$ cat config.mk
export PLATFORM = sky130hd
export DESIGN_NAME = gr_i2c_port
export DESIGN_NICKNAME = d
export VERILOG_FILES = /design/src/core/gr_pkg.sv /design/src/core/gr_i2c_port.sv
export VERILOG_INCLUDE_DIRS = /design/src /design/src/core
export SDC_FILE = /design/constraint.sdc
export NUM_CORES = 1
export LEC_CHECK = 0
export BUFFER_PORTS_ARGS = -buffer_cell sky130_fd_sc_hd__buf_4
export CAP_MARGIN = 20
export CORE_MARGIN = 10
export CORE_UTILIZATION = 50
export CTS_CLUSTER_DIAMETER = 50
export CTS_CLUSTER_SIZE = 16
export DETAILED_ROUTE_END_ITERATION = 7
export PLACE_DENSITY = 0.69
export SYNTH_ARGS = -nofsm -noshare
export SYNTH_HDL_FRONTEND = slang
export SYNTH_SLANG_ARGS = --single-unit
$ cat constraint.sdc
create_clock -name core_clk -period 4 [get_ports core_clk]
set_input_delay 0.4 -clock core_clk [delete_from_list [all_inputs] [get_ports core_clk]]
set_output_delay 0.4 -clock core_clk [all_outputs]
set_load 0.005 [all_outputs]
$ cat src/core/gr_consts.svh
// Constants for the gamma reference serial programming port.
// Function
// - Mode strap high standard, low register mode
// - Answer address 74 or 75 by strap
// - Curve select picks bank driving outputs
// - Separate 8-bit code per each of 14 outputs
// - Channels 1-7 upper, 8-14 lower bank
// - Operate at bus clock up to 400kHz
// - Start is data falling while clock high
// - Stop is data rising while clock high
// - Busy from start, free after stop interval
// - Data changes only while clock low
// - Every byte is exactly eight bits
// - Unlimited bytes between start and stop
// - Bytes shift most significant bit first
// - Receiver pulls data low on ninth clock
// - Upper six address bits fixed 111010
// - Bit after address: 0 write, 1 read
// - Control bit one write bank, two read bank
`ifndef GR_CONSTS_SVH
`define GR_CONSTS_SVH
`define GR_ADDR_HIGH      6'h3a
`define GR_CHANNELS       14
`define GR_HALF           7
`define GR_LAST_CHAN      4'hd
`define GR_CTRL_WBANK     1
`define GR_CTRL_RBANK     2
`define GR_BIT_ACK        4'h8
`define GR_BIT_ACKCLK     4'h9
`define GR_CLK_NS         50
`define GR_BUS_FREE_NS    1300
`define GR_BUS_FREE_CYC   ((`GR_BUS_FREE_NS + `GR_CLK_NS - 1) / `GR_CLK_NS)
`endif

$ cat src/core/gr_pkg.sv
// Types for the gamma reference serial programming port.
package gr_pkg;
  typedef logic [7:0]  gr_code_type;
  typedef logic [55:0] gr_half_type;
  typedef logic [3:0]  gr_chan_type;
  typedef enum logic [2:0] {
    ST_IDLE   = 3'h0,
    ST_ADDR   = 3'h1,
    ST_CTRL   = 3'h3,
    ST_PTR    = 3'h2,
    ST_WDATA  = 3'h6,
    ST_RDATA  = 3'h7,
    ST_IGNORE = 3'h5
  } gr_state_type;
endpackage : gr_pkg

$ cat src/core/gr_i2c_port.sv
// Serial programming port with two code banks for the gamma reference generator.
`timescale 1ns/100ps
`default_nettype none
`include "gr_consts.svh"
module gr_i2c_port (
  input  wire logic           core_clk,
  input  wire logic           rst,
  input  wire logic           clk_en,
  input  wire logic           scl_in,
  input  wire logic           sda_in,
  output logic                sda_out,
  output logic                sda_oe_n,
  input  wire logic           mode_strap_pin,
  input  wire logic           address_lsb_strap,
  input  wire logic           curve_select,
  input  wire logic           load_ready,
  output gr_pkg::gr_half_type upper_bank_outputs,
  output gr_pkg::gr_half_type lower_bank_outputs,
  output logic                bus_busy
);
  import gr_pkg::*;

  logic [2:0]   scl_sync_ff;
  logic [2:0]   sda_sync_ff;
  logic [2:0]   mode_sync_ff;
  logic [2:0]   alsb_sync_ff;
  logic [2:0]   csel_sync_ff;
  logic         scl_f_ff;
  logic         sda_f_ff;
  logic         mode_f_ff;
  logic         alsb_f_ff;
  logic         csel_f_ff;
  logic         scl_prev_ff;
  logic         sda_prev_ff;
  logic         scl_rise;
  logic         scl_fall;
  logic         start_seen;
  logic         stop_seen;
  gr_state_type state_ff;
  logic [3:0]   bitcnt_ff;
  gr_code_type  shift_ff;
  gr_code_type  tx_ff;
  logic         sda_low_ff;
  logic         wbank_ff;
  logic         rbank_ff;
  gr_chan_type  ptr_ff;
  logic         byte_done;
  logic         push;
  logic         pop;
  logic         in_ready;
  logic [12:0]  buf_ff [2];
  logic         buf_wr_ff;
  logic         buf_rd_ff;
  logic [1:0]   buf_cnt_ff;
  logic [12:0]  buf_head;
  gr_code_type  bank_ff [2][`GR_CHANNELS];
  gr_code_type  code_ff [`GR_CHANNELS];
  logic [4:0]   free_cnt_ff;
  logic         bus_free_ff;

  // Pins cross into the core clock; a level only counts once the last two stages agree.
  always_ff @(posedge core_clk) begin
    if (rst) begin
      scl_sync_ff  <= 3'h7;
      sda_sync_ff  <= 3'h7;
      mode_sync_ff <= 3'h7;
      alsb_sync_ff <= 3'h0;
      csel_sync_ff <= 3'h0;
    end else if (clk_en) begin
      scl_sync_ff  <= {scl_sync_ff[1:0], scl_in};
      sda_sync_ff  <= {sda_sync_ff[1:0], sda_in};
      mode_sync_ff <= {mode_sync_ff[1:0], mode_strap_pin};
      alsb_sync_ff <= {alsb_sync_ff[1:0], address_lsb_strap};
      csel_sync_ff <= {csel_sync_ff[1:0], curve_select};
    end
  end

  always_ff @(posedge core_clk) begin
    if (rst) begin
      scl_f_ff  <= 1'b1;
      sda_f_ff  <= 1'b1;
      mode_f_ff <= 1'b1;
      alsb_f_ff <= 1'b0;
      csel_f_ff <= 1'b0;
    end else if (clk_en) begin
      if (scl_sync_ff[1] == scl_sync_ff[2])
        scl_f_ff <= scl_sync_ff[2];
      if (sda_sync_ff[1] == sda_sync_ff[2])
        sda_f_ff <= sda_sync_ff[2];
      if (mode_sync_ff[1] == mode_sync_ff[2])
        mode_f_ff <= mode_sync_ff[2];
      if (alsb_sync_ff[1] == alsb_sync_ff[2])
        alsb_f_ff <= alsb_sync_ff[2];
      if (csel_sync_ff[1] == csel_sync_ff[2])
        csel_f_ff <= csel_sync_ff[2];
    end
  end

  always_ff @(posedge core_clk) begin
    if (rst) begin
      scl_prev_ff <= 1'b1;
      sda_prev_ff <= 1'b1;
    end else if (clk_en) begin
      scl_prev_ff <= scl_f_ff;
      sda_prev_ff <= sda_f_ff;
    end
  end

  // The filter is a few cycles against a 2.5 us bit time, ample headroom at 400 kHz.
  assign scl_rise   = clk_en & scl_f_ff & ~scl_prev_ff;
  assign scl_fall   = clk_en & ~scl_f_ff & scl_prev_ff;
  assign start_seen = clk_en & scl_f_ff & scl_prev_ff & sda_prev_ff & ~sda_f_ff;
  assign stop_seen  = clk_en & scl_f_ff & scl_prev_ff & ~sda_prev_ff & sda_f_ff;
  assign byte_done  = scl_fall & (bitcnt_ff == `GR_BIT_ACK);
  assign in_ready   = (buf_cnt_ff != 2'h2);
  assign push       = byte_done & (state_ff == ST_WDATA) & in_ready &
                      (ptr_ff <= `GR_LAST_CHAN);
  assign pop        = clk_en & (buf_cnt_ff != 2'h0) & load_ready;

  // Bits are counted on rising clock edges; the ninth clock is the acknowledge slot.
  always_ff @(posedge core_clk) begin
    if (rst) begin
      bitcnt_ff <= 4'h0;
      shift_ff  <= 8'h00;
    end else if (start_seen || stop_seen) begin
      bitcnt_ff <= 4'h0;
    end else if (scl_rise && state_ff != ST_IDLE && state_ff != ST_IGNORE) begin
      if (bitcnt_ff < `GR_BIT_ACK)
        shift_ff <= {shift_ff[6:0], sda_f_ff};
      if (bitcnt_ff != `GR_BIT_ACKCLK)
        bitcnt_ff <= bitcnt_ff + 4'h1;
    end else if (scl_fall && bitcnt_ff == `GR_BIT_ACKCLK) begin
      bitcnt_ff <= 4'h0;
    end
  end

  always_ff @(posedge core_clk) begin
    if (rst) begin
      state_ff <= ST_IDLE;
      wbank_ff <= 1'b0;
      rbank_ff <= 1'b0;
      ptr_ff   <= 4'h0;
    end else if (stop_seen) begin
      state_ff <= ST_IDLE;
    end else if (start_seen) begin
      state_ff <= ST_ADDR;
    end else if (byte_done) begin
      unique case (state_ff)
        ST_ADDR: begin
          if (shift_ff[7:1] == {`GR_ADDR_HIGH, alsb_f_ff}) begin
            state_ff <= shift_ff[0] ? ST_RDATA : ST_CTRL;
            if (mode_f_ff)
              ptr_ff <= 4'h0;
          end else begin
            state_ff <= ST_IGNORE;
          end
        end
        ST_CTRL: begin
          wbank_ff <= shift_ff[`GR_CTRL_WBANK];
          rbank_ff <= shift_ff[`GR_CTRL_RBANK];
          ptr_ff   <= 4'h0;
          state_ff <= mode_f_ff ? ST_WDATA : ST_PTR;
        end
        ST_PTR: begin
          ptr_ff   <= (shift_ff[3:0] > `GR_LAST_CHAN) ? 4'h0 : shift_ff[3:0];
          state_ff <= ST_WDATA;
        end
        ST_WDATA: begin
          if (push)
            ptr_ff <= ptr_ff + 4'h1;
        end
        ST_RDATA, ST_IDLE, ST_IGNORE: begin
        end
        default: state_ff <= ST_IDLE;
      endcase
    end else if (scl_rise && bitcnt_ff == `GR_BIT_ACK && state_ff == ST_RDATA) begin
      if (sda_f_ff)
        state_ff <= ST_IGNORE;
    end else if (scl_fall && bitcnt_ff == `GR_BIT_ACKCLK && state_ff == ST_RDATA) begin
      ptr_ff <= (ptr_ff >= `GR_LAST_CHAN) ? 4'h0 : ptr_ff + 4'h1;
    end
  end

  // The pin is only ever pulled low; the line floats high through the pull-up otherwise.
  always_ff @(posedge core_clk) begin
    if (rst) begin
      sda_low_ff <= 1'b0;
      tx_ff      <= 8'h00;
    end else if (start_seen || stop_seen) begin
      sda_low_ff <= 1'b0;
    end else if (byte_done) begin
      unique case (state_ff)
        ST_ADDR:         sda_low_ff <= (shift_ff[7:1] == {`GR_ADDR_HIGH, alsb_f_ff});
        ST_CTRL, ST_PTR: sda_low_ff <= 1'b1;
        ST_WDATA:        sda_low_ff <= push;
        default:         sda_low_ff <= 1'b0;
      endcase
    end else if (scl_fall && bitcnt_ff == `GR_BIT_ACKCLK) begin
      if (state_ff == ST_RDATA) begin
        tx_ff      <= bank_ff[rbank_ff][ptr_ff];
        sda_low_ff <= ~bank_ff[rbank_ff][ptr_ff][7];
      end else begin
        sda_low_ff <= 1'b0;
      end
    end else if (scl_fall && state_ff == ST_RDATA && bitcnt_ff < `GR_BIT_ACK) begin
      tx_ff      <= {tx_ff[6:0], 1'b0};
      sda_low_ff <= ~tx_ff[6];
    end
  end

  assign sda_out  = 1'b0;
  assign sda_oe_n = ~sda_low_ff;

  // A full buffer refuses the byte with a not-acknowledge, so no code is ever dropped.
  always_ff @(posedge core_clk) begin
    if (rst) begin
      buf_wr_ff  <= 1'b0;
      buf_rd_ff  <= 1'b0;
      buf_cnt_ff <= 2'h0;
      buf_ff[0]  <= 13'h0000;
      buf_ff[1]  <= 13'h0000;
    end else if (clk_en) begin
      if (push) begin
        buf_ff[buf_wr_ff] <= {wbank_ff, ptr_ff, shift_ff};
        buf_wr_ff         <= ~buf_wr_ff;
      end
      if (pop)
        buf_rd_ff <= ~buf_rd_ff;
      buf_cnt_ff <= buf_cnt_ff + {1'b0, push} - {1'b0, pop};
    end
  end

  assign buf_head = buf_ff[buf_rd_ff];

  always_ff @(posedge core_clk) begin
    if (rst) begin
      for (int b = 0; b < 2; b++)
        for (int c = 0; c < `GR_CHANNELS; c++)
          bank_ff[b][c] <= 8'h00;
    end else if (pop) begin
      bank_ff[buf_head[12]][buf_head[11:8]] <= buf_head[7:0];
    end
  end

  // Switching curves only reselects the source, so neither bank is disturbed.
  for (genvar ch = 0; ch < `GR_CHANNELS; ch++) begin : g_chan
    always_ff @(posedge core_clk) begin
      if (rst)
        code_ff[ch] <= 8'h00;
      else if (clk_en)
        code_ff[ch] <= bank_ff[csel_f_ff][ch];
    end
    if (ch < `GR_HALF) begin : g_up
      assign upper_bank_outputs[ch*8 +: 8] = code_ff[ch];
    end else begin : g_lo
      assign lower_bank_outputs[(ch-`GR_HALF)*8 +: 8] = code_ff[ch];
    end
  end

  always_ff @(posedge core_clk) begin
    if (rst) begin
      free_cnt_ff <= 5'h00;
      bus_free_ff <= 1'b1;
    end else if (start_seen) begin
      bus_free_ff <= 1'b0;
      free_cnt_ff <= 5'h00;
    end else if (clk_en && !bus_free_ff && state_ff == ST_IDLE) begin
      if (free_cnt_ff == 5'(`GR_BUS_FREE_CYC - 1))
        bus_free_ff <= 1'b1;
      else
        free_cnt_ff <= free_cnt_ff + 5'h01;
    end
  end

  assign bus_busy = ~bus_free_ff;
endmodule : gr_i2c_port
`default_nettype wire

=== After elaboration in Yosys (flattened, before gate mapping) ===
Memory sizes are Yosys's and may differ from the RTL's. A register that Yosys moved wholly into a read port is not among the register bits.
Cells that the tools add are included.

* Register bits: 61
* Input port bits: 9
* Memories kept: 3
* Word-level logic and storage cells: 238
* Output and inout bits: 115
* Bits in read-only memories: 0
* Bits in latches: 0
* RAM bits: 362

{| class="wikitable"
|+ Memories
! memory !! words !! bits a word !! read ports !! clocked after Yosys merged registers in !! write ports !! RTL line !! source
|-
| bank_ff || 2 || 112 || 2 || 2 || 2 || gr_i2c_port.sv:56 || <nowiki>gr_code_type bank_ff [2][`GR_CHANNELS];</nowiki>
|-
| code_ff || 14 || 8 || 14 || 0 || 14 || gr_i2c_port.sv:57 || <nowiki>gr_code_type code_ff [`GR_CHANNELS];</nowiki>
|-
| buf_ff || 2 || 13 || 1 || 1 || 2 || gr_i2c_port.sv:51 || <nowiki>logic [12:0] buf_ff [2];</nowiki>
|}

* $lt $le $gt $ge: 7
* Shift-type cells: 0
* Multipliers: 0
* Bitwise gates (word level): 46
* Equal/unequal tests: 27
* Reductions and logical operators: 50
* Divide/modulo/power cells: 0
* Add/subtract/negate cells: 5
* Muxes and demuxes: 74

{| class="wikitable"
|+ Operators by type and width
! cell !! number
|-
| $mux 112 || 3
|-
| $mux 8 || 17
|-
| $reduce_or 112->1 || 1
|-
| $mux 4 || 11
|-
| $bmux 8 s4 || 1
|-
| $demux 8 s4 || 1
|-
| $mux 1 || 28
|-
| $mux 7 || 3
|-
| $reduce_and 2->1 || 10
|-
| $mux 3 || 6
|-
| $pmux 4 s4 || 1
|-
| $reduce_bool 2->1 || 8
|-
| $and 1x1->1 || 15
|-
| $ne 3x3->1 const B || 5
|-
| $not 1->1 || 15
|-
| $or 1x1->1 || 14
|-
| $mux 13 || 1
|-
| $reduce_or 13->1 || 1
|-
| $pmux 3 s4 || 1
|-
| $reduce_bool 3->1 || 4
|-
| $logic_and 1x1->1 || 11
|-
| $ge 5x5->1 const B || 2
|-
| $not 4->5 || 2
|-
| $eq 3x3->1 const B || 3
|-
| other kinds (29) || 45
|}

=== Longest topological paths before layout ===
Gate-level depths: netlist of run 1.

* Depth in word-level cells: 13
* Gate-level depth with buffers: 10
* Depth with buffers taken out: 7

=== Worst setup path before layout of run 1 ===
No wires, ideal clock.

* Path type: in2reg
* Start point: input port rst
* End point: memory code_ff[0][0] (netlist name), enable pin
* Arrival: 3.111 ns
* Setup slack: -0.120 ns
* Stages: 5
* Buffers on the path: 3
* Required time: 2.992 ns
* Setup time: 1.008 ns
* Cells stage by stage: buf_2 > inv_1 > clkbuf_1 > clkbuf_1 > nand2_1

{| class="wikitable"
|+ RTL lines
! what !! RTL line !! source
|-
| start: declaration || gr_i2c_port.sv:7 || <nowiki>input wire logic rst,</nowiki>
|-
| end: declaration || gr_i2c_port.sv:57 ||
|}

==> metrics.txt, run 1 <==
grt ovf 0; Total Wirelength 47.1 mm; minimum period implied by the final worst setup slack 2.85 ns; setup clock skew after layout 0.0267 ns; Finished Core Util 58.0%; overall global routing resource usage 20.2%; power per cell area around 430 nW/um^2; CP Cell Sequence buf_4, o32ai_4, a21o_1, mux2i_1, buf_4, nor2_1; highest achievable clock rate 350 MHz; 1st-iter DRT viols 1,075; Chip Height 214 um; peak per-stage delay on the critical path 0.60 ns; setup slack after placement 0.826 ns; run status completed; Crit Path Category reg -> reg; number of enable-type register cells in the synthesized netlist roughly 360; share of final-layout standard cells stronger than drive strength 1 between 20% and 30%; post-synthesis cell count 1,402; DIE AREA between 40,000 and 50,000 um^2; sum of net half-perimeters after detailed placement approximately 33 mm; LEAKAGE 7.78 nW; post-route total power a little over 9 mW; Hold/Removal Path Class in -> reg; Post-CTS Setup Repair Bufs 0; first-pass GRT wire length 71.7 mm; P&R area growth vs syn 15.1%; Starting Density 50.4%; Ant. Diodes 0; number of hold buffers added after CTS 0; post-cts gate resize count 0; number of nets in the final layout 1,533; Critical Path Start Type flip-flop; worst-margin pin slew a little under 1 ns; type of destination of the critical path flip-flop; Crit path max-delay family compound AO/OA/AOI/OAI gates; vias in the first global route approximately 12,000; CTS root buf sky130_fd_sc_hd__clkbuf_16; Setup violations, final 0; Setup TNS Final 0 ns; share of synthesized cell area in and, or, nand and nor gates 11.7%; sum of buffers and inverters on the critical path 2; combinational family with the most area after synthesis multiplexers; Netlist Area Pre-Place 18,800 um^2; portion of netlist area occupied by mux cells between 10% and 20%; TritonCTS Buffers 40; number of buffers inserted by port buffering 122; number of warnings reported in the yosys synthesis log 0; data arrival time of the worst path 3.04 ns; number of buffers on the longest clock path 3; DRC violation count after routing 0; CP Data Required Time 4.18 ns; maximum number of pins on one net before global-route repair 76; Top FF cell, synth sky130_fd_sc_hd__edfxtp_1; Chip Width 214 um; clock latency on the worst-skew pair 0.57 ns; async set-reset flop share out of synthesis 0%; slowest library cell on the worst path sky130_fd_sc_hd__nor2_1; total vias in the final route 11,800; number of nets in the synthesized netlist 1,420; TritonCTS clock tree built; least setup slack across all paths after layout between 1 and 1.5 ns; CTS Sinks 426; number of nets still failing antenna checks after routing 0; final worst-path cycle share around 70%; total core area 37,400 um^2; synth unique cells 73; unrepaired setup endpoints after global routing false; Std-Cell Rows 71; I/O pin count 124; number of synthesized register bits about 430; compound-cell area share of the yosys netlist 5.21%; gpl congestion 0.928; cell repeated most along the worst path sky130_fd_sc_hd__buf_4; headroom to the max-slew limit 34.8%; number of optimization iterations in the first detailed-route pass 5; maximum fanout along the worst path 22; post-detailed-route via-to-cell ratio 5.74; XOR/XNOR share of the synthesized area 0.511%; final count of hold timing violations 0; IR Drop Worst-Case VDD 351 uV; number of maximum-capacitance constraint violations 0; clock transition at the registers of the reported paths roughly 0.07 ns; share of synthesized area occupied by flip-flops and latches 64.5%; synthesized area per cell between 10 and 15 um^2; initial antenna violation count 0; count of final max-slew check failures 0; Routed WL per cell 22.9 um; adder-cell share of the synthesized area less than 1%; count of H-tree levels built during CTS 2
-- sequential cells by signal, summed over array words and instances, names as in the netlist, 4 cells and up, named ones only --
signal and count:
bitcnt_ff 4, free_cnt_ff 5, code_ff 112, ptr_ff 4, bank_ff 224, buf_ff 26, shift_ff 8, tx_ff 7
-- cell type report --
class,count,area [um^2]
multi-input cells,859,6200
clock inverters,24,260
repair buffers,159,1260
flip-flops and latches,426,12200
well taps,511,639
fillers,2965,15700
inverters,29,109
clock buffers,46,1060
-- through the flow --
step                      hold WS, ns  std cells  instance area (um^2)
final                          0.0568       2054                 21700
after global routing           0.0605       2054                 21700
after CTS                      0.0316       2053                 21700
after detailed placement        0.446       1983                 20400
after global placement          0.440       1983                 20400
after floorplan                 0.430       1402                 18800
-- cell usage in the layout, fill, tap and decap left out, drive strengths merged, types with 10 or more instances in the layout --
cell type  count
dfxtp         64
nor2         297
a211oi        10
buf          158
nand3         20
o21ai         22
inv           35
clkinv        11
clkbuf        47
mux4          46
nand2b        10
nand2         68
edfxtp       362
nor3          10
a21oi         41
mux2i        167
and2          26
-- worst reg2reg max path: stages (launching register included) --
cell	delay, ns
sky130_fd_sc_hd__dfxtp_1	0.31
sky130_fd_sc_hd__buf_4	0.23
sky130_fd_sc_hd__o32ai_4	0.54
sky130_fd_sc_hd__a21o_1	0.44
sky130_fd_sc_hd__mux2i_1	0.13
sky130_fd_sc_hd__buf_4	0.22
sky130_fd_sc_hd__nor2_1	0.60
-- cells in the mapped netlist (all sizes together) (3+ instances only) --
cell / number / area [um^2]
edfxtp: 362 / 10900
nor2: 297 / 1130
mux2i: 167 / 1670
nand2: 68 / 288
dfxtp: 64 / 1280
clkbuf: 52 / 195
mux4: 46 / 1040
a21oi: 41 / 205
buf: 36 / 200
inv: 29 / 109
and2: 26 / 163
o21ai: 22 / 110
nand3: 20 / 100
a211oi: 10 / 75.1
nand2b: 10 / 70.1
nor3: 10 / 82.6
ha: 9 / 113
or2: 9 / 56.3
nor2b: 8 / 50.1
nand4: 7 / 50.1
o211ai: 7 / 52.6
o22ai: 7 / 43.8
xor2: 7 / 61.3
mux2: 6 / 71.3
nor4: 6 / 37.5
a22oi: 5 / 37.5
nand3b: 5 / 50.1
o311ai: 5 / 43.8
o32ai: 5 / 85.1
a21o: 4 / 30.0
a32o: 4 / 40.0
a32oi: 4 / 35.0
xnor2: 4 / 35.0
a221o: 3 / 30.0
a31o: 3 / 26.3
a31oi: 3 / 18.8
and3b: 3 / 27.5
-- where the power goes --
| group | internal [mW] | switching, mW |
|---|---|---|
| Combinational | 0.167 | 0.254 |
| Sequential | 4.98 | 0.0814 |
| Clock | 2.14 | 1.71 |
-- per-layer routing --
| metal | global-route usage [%] | up-vias | part of all wire [%] |
|---|---|---|---|
| met5 | 0 | - | 0 |
| met4 | 8.34 | 0 | 3.7 |
| met3 | 4.20 | 93 | 7.5 |
| met2 | 33.1 | 447 | 49 |
| met1 | 25.6 | 5835 | 40 |
| li1 | - | 5409 | - |
-- cells by family (layout without fill, tap and decap cells) --
family	count (synthesis)	after routing
flip-flops	426	426
XOR/XNOR	11	11
other	1	1
AO/OA/AOI/OAI	139	139
multiplexers	219	219
buffers and inverters	117	258
adder cells (fa/ha/maj)	9	9
AND/OR/NAND/NOR	480	480
-- final timing paths --
check	slack [ns]	start	end	cells after the start
max	1.15	flip-flop	bank_ff[1][75]	6
min	0.06	scl_in	scl_sync_ff[0]	3
max reg2reg	1.15	flip-flop	bank_ff[1][75]	6
min reg2reg	0.46	scl_sync_ff[2]	scl_sync_ff[2]	2
Note: power is estimated with default switching activity, not from simulation.
==> run 2: changes to the inputs <==
- PLACE_DENSITY: 0.69 -> 0.67
- clock period: 4 -> 2.63 ns (I/O delays scaled with it)
==> metrics.txt, run 2 (same netlist as run 1, synthesis figures left out) <==
Std-Cell Rows 71 (unchanged); Total Wirelength 47.8 mm (+1.6%); routed metal-1 wire length 18.3 mm (-2.1%); highest layer used for signal routing met4; final count of hold timing violations 0 (unchanged); sum of net half-perimeters after detailed placement 34.0 mm (+4.3%); Chip Width 214 um (unchanged); Hold/Removal Path Class in -> reg; number of buffers on the longest clock path 3 (unchanged); Largest register FFs 224 (unchanged); 1st-iter DRT viols 1,000 (-7.0%); LEAKAGE 8.11 nW (+4.3%); hold wc startpoint clk_en; Chip Height 214 um (unchanged); gpl congestion 0.919 (-0.91%); initial antenna violation count 0 (unchanged); number of maximum-capacitance constraint violations 0 (unchanged); Setup violations, final 0 (unchanged); run status completed; number of nets in the final layout 1,586 (+3.5%); setup clock skew after layout 0.0290 ns (+0.00237 ns); launch instance of the worst register-to-register path buf_cnt_ff[0]; type of destination of the critical path flip-flop; TritonCTS Buffers 41 (+2.5%); leading registers by flop count bank_ff x224, code_ff x112, buf_ff x26; maximum number of pins on one net before global-route repair 60 (-21%); number of optimization iterations in the first detailed-route pass 6 (+1); wire length on met3 4.19 mm (+18%); number of nets still failing antenna checks after routing 0 (unchanged); headroom to the max-slew limit 47.8% (+13 points); TritonCTS clock tree built; count of H-tree levels built during CTS 2 (unchanged); clock latency on the worst-skew pair 0.58 ns (about the same); P&R area growth vs syn 18.3%; final worst-path cycle share 94.9% (+24 points); maximum fanout along the worst path 9 (-59%); CTS Sinks 426 (unchanged); Starting Density 50.4% (unchanged); unrepaired setup endpoints after global routing false; DRC violation count after routing 0 (unchanged); minimum period implied by the final worst setup slack 2.50 ns (-0.359 ns); end of the critical path bank_ff[0][84]; DIE AREA 45,800 um^2 (unchanged); first-pass GRT wire length 72.2 mm (+0.69%); post-detailed-route via-to-cell ratio 5.70 (-0.61%); final standard cell area without fillers 22,300 um^2 (+2.8%); grt ovf 0 (unchanged); cell count of the worst reg-to-reg path 6 (unchanged); worst-margin pin slew 0.782 ns (-0.194 ns); highest achievable clock rate 401 MHz (+14%); Routed WL per cell 22.7 um (-1.1%); I/O pin count 124 (unchanged); IR Drop Worst-Case VDD 526 uV (+50%); Filler Cell Count 2,877 (-3.0%); Critical Path Source buf_cnt_ff[0]; count of final max-slew check failures 0 (unchanged); leading cell type in the layout, fill and taps excluded sky130_fd_sc_hd__edfxtp_1; overall global routing resource usage 20.5% (+0.30 points); total cell area at the placement stage 20,700 um^2 (+1.9%); share of final-layout standard cells stronger than drive strength 1 23.5% (+2.7 points); least setup slack across all paths after layout 0.134 ns (-1.01 ns); CP Data Required Time 2.86 ns (-1.32 ns); Critical Path Start Type flip-flop; Ant. Diodes 0 (unchanged); Met2 Wirelength 23.3 mm (+1.2%); power per cell area 661 nW/um^2 (+54%); data arrival time of the worst path 2.72 ns (-0.32 ns); Crit Path Category reg -> reg; Worst R2R End bank_ff[0][84]; Worst R2R Setup Slack 0.13 ns (-1.01 ns); total vias in the final route 12,000 (+2.1%); setup slack after placement 0.0682 ns (-0.758 ns); most frequent cells in the layout sky130_fd_sc_hd__edfxtp_1 (362), sky130_fd_sc_hd__nor2_1 (295), sky130_fd_sc_hd__buf_4 (196); number of buffers inserted by port buffering 122 (unchanged); clock transition at the registers of the reported paths 0.07 ns (about the same); vias in the first global route 11,900 (+1.6%); total core area 37,400 um^2 (unchanged); CTS root buf sky130_fd_sc_hd__clkbuf_16; top register by number of flip-flops bank_ff
## run 2: worst max-delay path: stages, from the launching register on
cell	delay (ns)
sky130_fd_sc_hd__dfxtp_1	0.36
sky130_fd_sc_hd__o211ai_1	0.28
sky130_fd_sc_hd__buf_4	0.24
sky130_fd_sc_hd__or3_4	0.43
sky130_fd_sc_hd__nor3_4	0.29
sky130_fd_sc_hd__nand2_2	0.20
sky130_fd_sc_hd__nand2_1	0.37
## run 2: worst min-delay path by stage
stage / cells after the start / to
3_5_place_dp: 2 / mode_sync_ff[2]
5_1_grt: 3 / scl_sync_ff[2]
4_1_cts: 3 / scl_sync_ff[2]
3_3_place_gp: 2 / mode_sync_ff[2]
2_1_floorplan: 2 / mode_sync_ff[0]
6_report: 3 / scl_sync_ff[2]
## run 2: repair_timing
item | 4_1_cts | 5_1_grt
buffers inserted | 0 | 2
resized for setup | 0 | 1
endpoints found under the hold margin | 6 | 0
hold buffers | 6 | 0
endpoints found under the setup margin | 0 | 57
## run 2: metal layers
metal	GRT usage [%]	up-vias
met2	34.0	557
met3	4.99	99
li1	-	5515
met4	8.60	0
met1	25.2	5861
met5	0	-
## run 2: power by group
group	total (mW)	switching, mW	leakage [nW]	internal [mW]
Sequential	7.69	0.120	4.32	7.57
Combinational	0.679	0.393	3.08	0.286
Clock	6.37	2.68	0.716	3.69
Total	14.7	3.19	8.11	11.5
## run 2: per-stage QoR
step | utilization [%] | TNS, ns | instances | hold WS (ns) | power [mW]
global route | 59.6 | 0 | 2110 | 0.209 | 15.2
detailed placement | 55.5 | 0 | 2028 | 0.447 | 8.51
floorplan | - | 0 | 1402 | 0.391 | 8.11
finish | 59.6 | 0 | 2110 | 0.195 | 14.7
global placement | 55.4 | -65.80 | 2027 | 0.441 | 8.50
CTS | 59.5 | 0 | 2108 | 0.164 | 14.9
## run 2: final cells by class
| class | count | area, um^2 | share of cell area (%) |
|---|---|---|---|
| Tap cell | 511 | 639 | 2.87 |
| Timing Repair Buffer | 211 | 1700 | 7.64 |
| Sequential cell | 426 | 12200 | 54.6 |
| Inverter | 29 | 109 | 0.488 |
| Clock inverter | 28 | 353 | 1.58 |
| Clock buffer | 46 | 1110 | 4.97 |
| Multi-Input combinational cell | 859 | 6220 | 27.9 |
==> run 3: changes to the inputs <==
- ABC_AREA: default -> 1
- CORE_UTILIZATION: 50 -> 61
- PLACE_DENSITY: 0.67 -> 0.79
==> metrics.txt, run 3 <==
share of final-layout standard cells stronger than drive strength 1 14.2% (-9.2 points); final count of hold timing violations 0 (unchanged); post-route total power 13.9 mW (-5.3%); initial antenna violation count 0 (unchanged); endpoint of the worst hold-timing path scl_prev_ff; worst hold margin 0.0452 ns (-0.150 ns); post-detailed-route via-to-cell ratio 6.02 (+5.6%); Filler Cell Count 2,175 (-24%); leading cell type in the layout, fill and taps excluded sky130_fd_sc_hd__edfxtp_1; first-pass GRT wire length 81.8 mm (+13%); final worst-path cycle share 91.2% (-3.7 points); LEAKAGE 8.54 nW (+5.3%); 1st-iter DRT viols 2,150 (+110%); Worst R2R End bank_ff[0][100]; maximum number of pins on one net before global-route repair 116 (+93%); Starting Density 61.5% (+11 points); count of H-tree levels built during CTS 2 (unchanged); CTS Sinks 426 (unchanged); Finished Core Util 71.5% (+12 points); grt ovf 0 (unchanged); Synth top area share 58.1% (+0.37 points); setup slack after placement 0.153 ns (+0.0848 ns); data arrival time of the worst path 2.60 ns (-0.12 ns); TritonCTS Buffers 39 (-4.9%); Top FF cell, synth sky130_fd_sc_hd__edfxtp_1; DRC violation count after routing 0 (unchanged); count of final max-slew check failures 0 (unchanged); Setup violations, final 0 (unchanged); most repeated cell in the gate-level netlist after synthesis sky130_fd_sc_hd__edfxtp_1; cell type with the largest total area after synthesis sky130_fd_sc_hd__edfxtp_1; power per cell area 641 nW/um^2 (-3.0%); number of enable-type register cells in the synthesized netlist 362 (unchanged); Synth area leaders sky130_fd_sc_hd__edfxtp_1 (58%), sky130_fd_sc_hd__nand2_1 (7.2%), sky130_fd_sc_hd__dfxtp_1 (6.8%); TritonCTS clock tree built; GR Util met3 4.69% (-0.30 points); Largest register FFs 224 (unchanged); most frequent cells in the layout sky130_fd_sc_hd__edfxtp_1 (362), sky130_fd_sc_hd__nand2_1 (357), sky130_fd_sc_hd__nor2_1 (279); synth unique cells 42 (-42%); clock transition at the registers of the reported paths 0.06 ns (about the same); Critical Path Start Type flip-flop; Chip Height 195 um (-8.8%); cell repeated most along the worst path sky130_fd_sc_hd__nand2_1; GRT met1 Usage 36.1% (+11 points); sum of net half-perimeters after detailed placement 36.6 mm (+7.7%); number of buffers inserted by port buffering 122 (unchanged); Setup TNS Final 0 ns (unchanged); synthesized area per cell 9.86 um^2 (-27%); IR Drop Worst-Case VDD 454 uV (-14%); peak per-stage delay on the critical path 0.47 ns (+0.04 ns); number of synthesized register bits 426 (unchanged); Crit Path Category reg -> reg; Std-Cell Rows 64 (-9.9%); unrepaired setup endpoints after global routing false; leading registers by flop count bank_ff x224, code_ff x112, buf_ff x26; number of nets in the final layout 2,063 (+30%); number of nets still failing antenna checks after routing 0 (unchanged); Chip Width 195 um (-8.8%); top register by number of flip-flops bank_ff; post-synthesis cell count 1,899 (+35%); Post-Layout Cell Count 2,469 (+17%); total core area 30,400 um^2 (-19%); cell count of the worst reg-to-reg path 9 (+3); Crit path max-delay family simple AND/OR/NAND/NOR gates; async set-reset flop share out of synthesis 0% (unchanged); type of destination of the critical path flip-flop; overall global routing resource usage 27.4% (+7.0 points); sum of buffers and inverters on the critical path 3 (+2); global-route track usage on met2 45.0% (+11 points); headroom to the max-slew limit 48.2% (+0.45 points); clock latency on the worst-skew pair 0.53 ns (-0.05 ns); share of synthesized area occupied by flip-flops and latches 64.9% (+0.41 points); Total Wirelength 53.7 mm (+12%); P&R area growth vs syn 16.2%; number of nets in the synthesized netlist 1,917 (+35%); gpl congestion 0.966 (+5.1%); number of warnings reported in the yosys synthesis log 0 (unchanged); top post-synthesis cells by count sky130_fd_sc_hd__edfxtp_1 (362), sky130_fd_sc_hd__nand2_1 (357), sky130_fd_sc_hd__nor2_1 (280); Worst R2R Setup Slack 0.23 ns (+0.10 ns); number of buffers on the longest clock path 3 (unchanged); highest achievable clock rate 417 MHz (+4.0%); CTS root buf sky130_fd_sc_hd__clkbuf_16; CP Cell Sequence inv_2, nand2_1, nand3_1, a32oi_2, nand2_1, inv_2, buf_12, nand2_2, nand2_1; slowest library cell on the worst path sky130_fd_sc_hd__dfxtp_1; least setup slack across all paths after layout 0.231 ns (+0.0965 ns); setup clock skew after layout 0.0170 ns (-0.0120 ns); DIE AREA 38,100 um^2 (-17%); I/O pin count 124 (unchanged); layer with the highest usage after global routing met2; final standard cell area without fillers 21,700 um^2 (-2.4%); Hold/Removal Path Class in -> reg; cell count after placement 2,394 (+18%); minimum period implied by the final worst setup slack 2.40 ns (-0.0965 ns); post-cts gate resize count 0 (unchanged); number of optimization iterations in the first detailed-route pass 8 (+2); worst-margin pin slew 0.775 ns (-0.00679 ns); CP Data Required Time 2.83 ns (-0.03 ns); number of maximum-capacitance constraint violations 0 (unchanged); Netlist Area Pre-Place 18,700 um^2 (-0.63%); maximum fanout along the worst path 13 (+4); run status completed; hold wc startpoint clk_en; worst hold path cell count 2 (-1); total cell area at the placement stage 20,400 um^2 (-1.5%); total vias in the final route 14,900 (+24%); Ant. Diodes 0 (unchanged); vias in the first global route 13,900 (+17%); Routed WL per cell 21.7 um (-4.1%)
==> run 3: cell count changes in the layout (fill, tap and decap cells not counted), sizes merged, moves of 12 or more <==
cell / before / now
nand2: 68 / 366
mux2i: 167 / 1
a21oi: 41 / 202
o21ai: 22 / 178
inv: 39 / 162
nand3: 20 / 82
mux4: 46 / 0
and2: 26 / 0
o211ai: 7 / 30
nor2: 297 / 285
o22ai: 7 / 19
==> run 3: power breakdown <==
group | internal (mW) | switching, mW | leakage (nW) | total [mW]
Clock | 3.15 | 2.48 | 0.610 | 5.63
Sequential | 7.57 | 0.118 | 4.32 | 7.69
Combinational | 0.235 | 0.396 | 3.61 | 0.632
==> run 3: area by class of cell <==
type | instances | area (um^2) | share of cell area [%]
Timing Repair Buffer | 210 | 1690 | 7.78
Multi-Input combinational cell | 1211 | 5540 | 25.5
Inverter | 157 | 592 | 2.72
Clock buffer | 52 | 1090 | 5.00
Tap cell | 396 | 495 | 2.28
Sequential cell | 426 | 12200 | 55.9
Clock inverter | 17 | 175 | 0.806
==> run 3: cells by family after synthesis <==
group                      after synthesis  share of synthesized area [%]
DFF                                    426                           64.9
AOI/OAI and AO/OA                      439                           12.5
adders and majority gates                9                          0.601
other                                    1                         0.0200
xor gates and xnor gates                 3                          0.140
muxes                                    1                         0.0535
and+or+nand+nor                        758                           16.3
buffers and inverters                  262                           5.52
==> run 3: timing repair <==
action	in CTS	in global routing
buffers inserted	0	0
hold endpoints to repair	6	0
hold buffers	6	0
==> run 3: metal layers <==
metal	vias up	wire length, um
met4	0	2220
met5	-	0
met1	6904	19600
met2	1031	25600
li1	6771	-
met3	166	6250
==> run 3: worst max-delay path by stage <==
stage / startpoint / endpoint / slack (ns) / cells after the start
after detailed placement: clk_en / bank_ff[0][99] / 0.15 / 12
after floorplan: rst / code_ff[0][0] / 0.04 / 3
final: flip-flop / bank_ff[0][100] / 0.23 / 9
after global routing: flip-flop / bank_ff[0][100] / 0.01 / 9
after global placement: clk_en / bank_ff[0][98] / 0.21 / 12
after CTS: flip-flop / bank_ff[0][100] / 0.27 / 9
